File: src/pkg/hub_cfg_pkg.sv
// constants for the power and port configuration byte bank
package hub_cfg_pkg;
    // byte offsets within the configuration image
    localparam logic [7:0] OFF_HUB_OPTIONS_TWO      = 8'h07;
    localparam logic [7:0] OFF_FIXED_DEVICE_PORTS   = 8'h08;
    localparam logic [7:0] OFF_PORT_OFF_SELF_POWER  = 8'h09;
    localparam logic [7:0] OFF_PORT_OFF_BUS_POWER   = 8'h0A;
    localparam logic [7:0] OFF_POWER_LIMIT_SELF     = 8'h0B;
    localparam logic [7:0] OFF_POWER_LIMIT_BUS      = 8'h0C;
    // values after reset
    localparam logic [7:0] RST_HUB_OPTIONS_TWO      = 8'h90;
    localparam logic [7:0] RST_FIXED_DEVICE_PORTS   = 8'h00;
    localparam logic [7:0] RST_PORT_OFF_SELF_POWER  = 8'h00;
    localparam logic [7:0] RST_PORT_OFF_BUS_POWER   = 8'h00;
    localparam logic [7:0] RST_POWER_LIMIT_SELF     = 8'h01;
    localparam logic [7:0] RST_POWER_LIMIT_BUS      = 8'h64;
    // field positions in the options byte
    localparam int DYNAMIC_BIT   = 7;
    localparam int OC_SEL_LSB    = 4;
    localparam int COMPOUND_BIT  = 3;
    // port bits (port n sits at bit n), writable mask of port bytes
    localparam logic [7:0] PORT_BITS_MASK  = 8'h06;
    localparam logic [7:0] OPTIONS_MASK    = 8'hB8;
    // overcurrent delay figures, tenths of a millisecond, and cycle counts at 100 MHz
    localparam int CLK_HZ          = 100_000_000;
    localparam int OC_T0_100US     = 1;
    localparam int OC_T1_100US     = 20;
    localparam int OC_T2_100US     = 40;
    localparam int OC_T3_100US     = 60;
    localparam int OC_CYC0 = OC_T0_100US * (CLK_HZ / 10_000);
    localparam int OC_CYC1 = OC_T1_100US * (CLK_HZ / 10_000);
    localparam int OC_CYC2 = OC_T2_100US * (CLK_HZ / 10_000);
    localparam int OC_CYC3 = OC_T3_100US * (CLK_HZ / 10_000);
endpackage : hub_cfg_pkg

File: src/rtl/hub_power_port_config_bytes.sv
// configuration byte bank for hub power mode, port disables and current limits
// Functional notes
// [RULE1] dynamic bit enables automatic self/bus switching
// [RULE2] two-bit field selects overcurrent delay
// [RULE3] compound bit marks hub in compound device
// [RULE4] port bits mark non-removable devices
// [RULE5] reserved port byte bits read zero
// [RULE6] self-powered disable byte turns ports off
// [RULE7] bus-powered disable byte turns ports off
// [RULE8] self-powered current figure in 2 mA units
// [RULE9] bus-powered current figure in 2 mA units
// [RULE10] loader adds embedded peripheral to current figures; cfg_loader writes them unchanged apart from the self-powered clamp
// [RULE11] loader keeps self-powered figure at most 50
// [RULE12] dynamic mode follows sense pin, not select bit
// [RULE13] active mode picks disable and current bytes
module hub_power_port_config_bytes #(
    parameter int OC_CYC_0 = hub_cfg_pkg::OC_CYC0,
    parameter int OC_CYC_1 = hub_cfg_pkg::OC_CYC1,
    parameter int OC_CYC_2 = hub_cfg_pkg::OC_CYC2,
    parameter int OC_CYC_3 = hub_cfg_pkg::OC_CYC3
) (
    // clock and reset
    input  wire logic       mclk,
    input  wire logic       srst,
    // configuration byte port from the loader
    input  wire logic       cfg_wr,
    input  wire logic [7:0] cfg_addr,
    input  wire logic [7:0] cfg_wdata,
    output logic      [7:0] cfg_rdata,
    // power source inputs
    input  wire logic       power_source_select,
    input  wire logic       local_power_sense_pin,
    // overcurrent event from port power switch, already on mclk
    input  wire logic       oc_raw,
    // decoded outputs to the hub core
    output logic            self_powered,
    output logic            compound_device,
    output logic      [2:1] fixed_device_port_mask,
    output logic      [2:1] port_off,
    output logic      [7:0] current_limit,
    output logic            oc_fault
);
    ////////////////////////////////////////////////////////////////////
    typedef struct packed {
        logic [7:0]  options;
        logic [7:0]  fixed_ports;
        logic [7:0]  self_off;
        logic [7:0]  bus_off;
        logic [7:0]  self_limit;
        logic [7:0]  bus_limit;
        logic [1:0]  sense_sync;
        logic        self_pw;
        logic [2:1]  port_off;
        logic [7:0]  limit;
        logic        compound;
        logic [2:1]  fixed;
        logic [7:0]  rdata;
        logic [31:0] oc_cnt;
        logic        oc_fault;
    } state_t;

    state_t st_q;
    state_t st_d;
    logic [31:0] oc_target;

    ////////////////////////////////////////////////////////////////////
    // delay select decode
    always_comb begin
        unique case (st_q.options[hub_cfg_pkg::OC_SEL_LSB +: 2]) // see [RULE2]
            2'b00: oc_target = 32'(OC_CYC_0);
            2'b01: oc_target = 32'(OC_CYC_1);
            2'b10: oc_target = 32'(OC_CYC_2);
            2'b11: oc_target = 32'(OC_CYC_3);
        endcase
    end

    // next state: writes, mode selection, readback
    always_comb begin
        st_d = st_q;
        st_d.sense_sync = {st_q.sense_sync[0], local_power_sense_pin};
        if (cfg_wr) begin
            unique case (cfg_addr)
                hub_cfg_pkg::OFF_HUB_OPTIONS_TWO:
                    st_d.options = cfg_wdata & hub_cfg_pkg::OPTIONS_MASK;
                hub_cfg_pkg::OFF_FIXED_DEVICE_PORTS:
                    st_d.fixed_ports = cfg_wdata & hub_cfg_pkg::PORT_BITS_MASK; // see [RULE5]
                hub_cfg_pkg::OFF_PORT_OFF_SELF_POWER:
                    st_d.self_off = cfg_wdata & hub_cfg_pkg::PORT_BITS_MASK;
                hub_cfg_pkg::OFF_PORT_OFF_BUS_POWER:
                    st_d.bus_off = cfg_wdata & hub_cfg_pkg::PORT_BITS_MASK;
                hub_cfg_pkg::OFF_POWER_LIMIT_SELF:
                    st_d.self_limit = cfg_wdata; // see [RULE8]
                hub_cfg_pkg::OFF_POWER_LIMIT_BUS:
                    st_d.bus_limit = cfg_wdata; // see [RULE9]
                default: ;
            endcase
        end
        // dynamic mode follows the synchronised sense pin, else the select bit
        if (st_q.options[hub_cfg_pkg::DYNAMIC_BIT])
            st_d.self_pw = st_q.sense_sync[1]; // see [RULE1] see [RULE12]
        else
            st_d.self_pw = power_source_select;
        // outputs follow the mode in force now
        st_d.port_off = st_q.self_pw ? st_q.self_off[2:1] : st_q.bus_off[2:1]; // see [RULE6] see [RULE7] see [RULE13]
        st_d.limit    = st_q.self_pw ? st_q.self_limit : st_q.bus_limit; // see [RULE13]
        st_d.compound = st_q.options[hub_cfg_pkg::COMPOUND_BIT]; // see [RULE3]
        st_d.fixed    = st_q.fixed_ports[2:1]; // see [RULE4]
        // readback is registered, one cycle behind the address
        unique case (cfg_addr)
            hub_cfg_pkg::OFF_HUB_OPTIONS_TWO:     st_d.rdata = st_q.options;
            hub_cfg_pkg::OFF_FIXED_DEVICE_PORTS:  st_d.rdata = st_q.fixed_ports;
            hub_cfg_pkg::OFF_PORT_OFF_SELF_POWER: st_d.rdata = st_q.self_off;
            hub_cfg_pkg::OFF_PORT_OFF_BUS_POWER:  st_d.rdata = st_q.bus_off;
            hub_cfg_pkg::OFF_POWER_LIMIT_SELF:    st_d.rdata = st_q.self_limit;
            hub_cfg_pkg::OFF_POWER_LIMIT_BUS:     st_d.rdata = st_q.bus_limit;
            default:                              st_d.rdata = 8'h00;
        endcase
        // overcurrent qualification: fault only after the selected delay
        if (!oc_raw) begin
            st_d.oc_cnt   = 32'h0;
            st_d.oc_fault = 1'b0;
        end else if (st_q.oc_cnt + 32'h1 >= oc_target) begin
            st_d.oc_fault = 1'b1; // see [RULE2]
        end else begin
            st_d.oc_cnt = st_q.oc_cnt + 32'h1;
        end
    end

    // single state register; reset to documented byte defaults
    always_ff @(posedge mclk) begin
        if (srst) begin
            st_q             <= '0;
            st_q.options     <= hub_cfg_pkg::RST_HUB_OPTIONS_TWO;
            st_q.fixed_ports <= hub_cfg_pkg::RST_FIXED_DEVICE_PORTS;
            st_q.self_off    <= hub_cfg_pkg::RST_PORT_OFF_SELF_POWER;
            st_q.bus_off     <= hub_cfg_pkg::RST_PORT_OFF_BUS_POWER;
            st_q.self_limit  <= hub_cfg_pkg::RST_POWER_LIMIT_SELF;
            st_q.bus_limit   <= hub_cfg_pkg::RST_POWER_LIMIT_BUS;
        end else begin
            st_q <= st_d;
        end
    end

    ////////////////////////////////////////////////////////////////////
    // outputs straight from flops
    assign cfg_rdata              = st_q.rdata;
    assign self_powered           = st_q.self_pw;
    assign compound_device        = st_q.compound;
    assign fixed_device_port_mask = st_q.fixed;
    assign port_off               = st_q.port_off;
    assign current_limit          = st_q.limit;
    assign oc_fault               = st_q.oc_fault;
endmodule : hub_power_port_config_bytes

File: config.mk
export PLATFORM = sky130hd
export DESIGN_NAME = hub_power_port_config_bytes
export DESIGN_NICKNAME = d
export VERILOG_FILES = /design/src/pkg/hub_cfg_pkg.sv /design/src/rtl/hub_power_port_config_bytes.sv
export SDC_FILE = /design/constraint.sdc
export NUM_CORES = 1
export LEC_CHECK = 0
export BUFFER_PORTS_ARGS = -buffer_cell sky130_fd_sc_hd__buf_2
export CAP_MARGIN = 20
export CORE_MARGIN = 2
export CORE_UTILIZATION = 53
export DETAILED_ROUTE_END_ITERATION = 8
export HOLD_SLACK_MARGIN = 0.03
export MAX_ROUTING_LAYER = met4
export PLACE_DENSITY_LB_ADDON = 0.25
export REMOVE_ABC_BUFFERS = 1
export SLEW_MARGIN = 0
export SYNTH_ARGS = -nofsm -noshare
export SYNTH_HDL_FRONTEND = slang
export SYNTH_SLANG_ARGS = --single-unit
File: constraint.sdc
create_clock -name mclk -period 3.75 [get_ports mclk]
set_clock_uncertainty 0.15 [all_clocks]
set_input_delay 0.5625 -clock mclk [delete_from_list [all_inputs] [get_ports mclk]]
set_output_delay 0.5625 -clock mclk [all_outputs]
set_load 0.005 [all_outputs]
==> flow_summary.toml <==
[outcome]
status = "complete, but fails checks"
violations = "negative setup slack"

[drt]
wl_per_cell_um = 16.0
drc_markers = 0
drt-vias-per-instance = 5.77
drt_pass1_iterations = 7
postRouteAntennaNets = 0
num_vias = 3974
routed_wirelength_um = 11000
drtIter0Drc = 313

[pwr]
peakVddDrop_mv = 0.251
p_per_area_nw_per_um2 = 293
static_leakage_nw = 2.22

[global_route]
met2_routing_resource_usage_after_global_routing_pct = 40.1
antenna_found_initial = 0
overall_track_demand_over_capacity_in_global_routing_pct = 24.9
globalRoute.totalOverflow = 0
first_global_vias = 3645
top_usage_layer = "met2"
grt_pass1_wl_um = 17100
maximum_number_of_pins_on_one_net_before_global_route_repair = 38
globalRouteMet1Util_pct = 31.1
groute.layer.met3.usage_pct = 5.43

[timing]
maxSlewHeadroom_pct = 47.6
hold_slack_ns = 0.251
grt_setup_unrepaired = "yes"
report.final.setup_viol = 29
timing.final.crit_share_pct = 103
final.setup.worst_slack_ns = -0.119
final_hold_viol_count = 0
timing_max_transition_violations_final = 0
period_minus_slack_ns = 3.87
clock.fmax_ghz = 0.258
tightest_slew_ns = 0.784

[synthesis]
avgSynthCellArea_um2 = 8.64
synth_warnings = 0
synth_area_leader_cell = "sky130_fd_sc_hd__dfxtp_1"
synth_cell_type_count = 57
synth.ff_latch_count = 83
post_synthesis_cell_area_um2 = 4350
async_flop_share_pct = 0
netlist_top_cells_area = "sky130_fd_sc_hd__dfxtp_1 (38%), sky130_fd_sc_hd__ha_1 (5.8%), sky130_fd_sc_hd__mux2i_1 (5.3%), sky130_fd_sc_hd__a21oi_1 (5.1%), sky130_fd_sc_hd__nand2_1 (4.5%)"
synth_enable_flop_cells = 0
yosys-top-cells-count = "sky130_fd_sc_hd__dfxtp_1 (83), sky130_fd_sc_hd__nand2_1 (52), sky130_fd_sc_hd__a21oi_1 (44), sky130_fd_sc_hd__nand3_1 (38), sky130_fd_sc_hd__nor2_1 (33)"
post_synth_inst_count = 503
post-synth-top-area-fraction_pct = 38.2
synth_flop_cell = "sky130_fd_sc_hd__dfxtp_1"
post-synth-top-count-cell = "sky130_fd_sc_hd__dfxtp_1"
seq_area_frac_synth_pct = 38.2

[floorplan]
dieArea_um2 = 8940
initial_utilization_pct = 53.7
floorplan.io_pins = 45
placeableCoreArea_um2 = 8090
die-height_um = 94.6
die_width_um = 94.6
row_count = 33

[clocking]
cts_buffers = 9
clock-sinks = 83
cts_tree = "yes"
cts_root_buffer = "sky130_fd_sc_hd__clkbuf_8"
cts.htree.levels = 3
clkSlewWorstSetupHoldPaths_ns = 0.10
clk_path_buf_depth = 2
source_to_sink_clock_delay_at_the_later_pin_of_the_worst_skew_pair_ns = 0.37
hold_buffers = 0

[finish]
utilization_after_layout_pct = 67.0
nNetsFinal = 621
areaGrowthSynthToFinish_pct = 24.8
final_layout_size_suffix_gt1_share_pct = 30.7
antenna_cells_inserted = 0

[critical_path]
critPathLaunchType = "register"
crit_type = "reg -> reg"
critical_path.max_fanout = 8
worstSetupEndpointType = "register"
worst-endpoint-arrival_ns = 4.00
worst_ep_required_time_ns = 3.88

[job]
maxCapViolations = 0

[placement]
dp_hpwl_um = 7040
place_congestion = 0.870
placement.io_buffers = 44

[min_path]
worstHoldPathType = "in -> reg"
## worst max-delay path: stages (launching register included)
cell	delay, ns
sky130_fd_sc_hd__dfxtp_4	0.37
sky130_fd_sc_hd__nand4_1	0.23
sky130_fd_sc_hd__nor2_2	0.18
sky130_fd_sc_hd__nand4_1	0.18
sky130_fd_sc_hd__nor2_2	0.19
sky130_fd_sc_hd__nand3_2	0.13
sky130_fd_sc_hd__xnor2_2	0.23
sky130_fd_sc_hd__ha_1	0.27
sky130_fd_sc_hd__nand4_1	0.08
sky130_fd_sc_hd__nor2_1	0.06
sky130_fd_sc_hd__a21oi_1	0.17
sky130_fd_sc_hd__a311oi_1	0.11
sky130_fd_sc_hd__or4_4	0.60
sky130_fd_sc_hd__buf_8	0.17
sky130_fd_sc_hd__or4_1	0.52
sky130_fd_sc_hd__a21oi_2	0.14
## power breakdown
part	switching (W)	internal, W	leakage, nW
logic	0.0000383	0.0000255	1.45
registers	0.00000381	0.000885	0.677
clock network	0.000365	0.000270	0.0918
total	0.000407	0.00118	2.22
## cell type report
cell class	instances	area [um^2]
fill	677	2670
inverter	14	52.6
clock buffer	10	138
clock inverter	6	52.6
timing repair buffer	112	801
sequential	83	1680
tap	105	131
multi-input combinational	359	2570
## final timing paths
path                               from        to  slack, ns  cells past startpoint
setup / recovery                st_q[2]   st_q[3]      -0.12                     15
setup reg to reg                st_q[2]   st_q[3]      -0.12                     15
hold / removal    local_power_sense_pin  st_d[56]       0.25                      2
hold reg to reg                st_d[56]  st_q[56]       0.30                      1
## layer usage
layer | share of wire, % | up-vias
met4 | 1.6 | 0
met2 | 50 | 106
li1 | - | 1952
met1 | 44 | 1896
met3 | 4.0 | 20
met5 | 0 | -
## through the flow
| step | power, W | area (um^2) | worst slack, ns | TNS (ns) | cells |
|---|---|---|---|---|---|
| 2_1_floorplan | 0.000927 | 4080 | -0.442 | -12.18 | 456 |
| 3_3_place_gp | 0.000965 | 4820 | -0.111 | -2.39 | 654 |
| 3_5_place_dp | 0.000967 | 4820 | -0.214 | -5.56 | 654 |
| 4_1_cts | 0.00159 | 5210 | -0.0112 | -0.0207 | 681 |
| 5_1_grt | 0.00164 | 5420 | -0.229 | -5.96 | 689 |
| 6_report | 0.00159 | 5420 | -0.119 | -1.98 | 689 |
## placed cells by master, fill, tap and decap left out, types with 4 or more instances in the layout
cell / n
sky130_fd_sc_hd__nor3_1: 6
sky130_fd_sc_hd__inv_1: 14
sky130_fd_sc_hd__a22oi_1: 6
sky130_fd_sc_hd__nand3_1: 36
sky130_fd_sc_hd__buf_2: 44
sky130_fd_sc_hd__nand4_1: 8
sky130_fd_sc_hd__nor4_4: 4
sky130_fd_sc_hd__nand2_1: 52
sky130_fd_sc_hd__or4_4: 6
sky130_fd_sc_hd__o31ai_1: 13
sky130_fd_sc_hd__and3_1: 13
sky130_fd_sc_hd__nand2b_1: 4
sky130_fd_sc_hd__buf_4: 59
sky130_fd_sc_hd__a21oi_1: 38
sky130_fd_sc_hd__xor2_1: 6
sky130_fd_sc_hd__and4_1: 5
sky130_fd_sc_hd__xnor2_1: 9
sky130_fd_sc_hd__clkbuf_8: 10
sky130_fd_sc_hd__dfxtp_2: 10
sky130_fd_sc_hd__nor2_1: 29
sky130_fd_sc_hd__ha_1: 19
sky130_fd_sc_hd__a21oi_2: 6
sky130_fd_sc_hd__buf_6: 4
sky130_fd_sc_hd__or4_1: 10
sky130_fd_sc_hd__mux2i_1: 23
sky130_fd_sc_hd__nor2b_1: 6
sky130_fd_sc_hd__dfxtp_1: 71
## timing repair
item	4_1_cts	5_1_grt
setup endpoints to repair	33	33
buffers inserted	10	8
pin swaps	19	26
gates cloned	1	0
resized for setup	31	35
## registers in the layout, summed over array words and instances (netlist names)
name and count:
compound_device 1, st_d 4, current_limit 8, cfg_rdata 8, self_powered 1, oc_fault 1
st_q 56, fixed_device_port_mask 2, port_off 2
## kinds of logic after synthesis
| family | count (synthesis) | synth area share, % |
|---|---|---|
| adder cells (fa/ha/maj) | 20 | 5.76 |
| multiplexers | 23 | 5.30 |
| buffers and inverters | 61 | 7.37 |
| AO/OA/AOI/OAI | 91 | 13.3 |
| XOR/XNOR | 18 | 3.63 |
| AND/OR/NAND/NOR | 207 | 26.4 |
| flip-flops | 83 | 38.2 |
No activity file was read; power rests on OpenSTA's default activity.
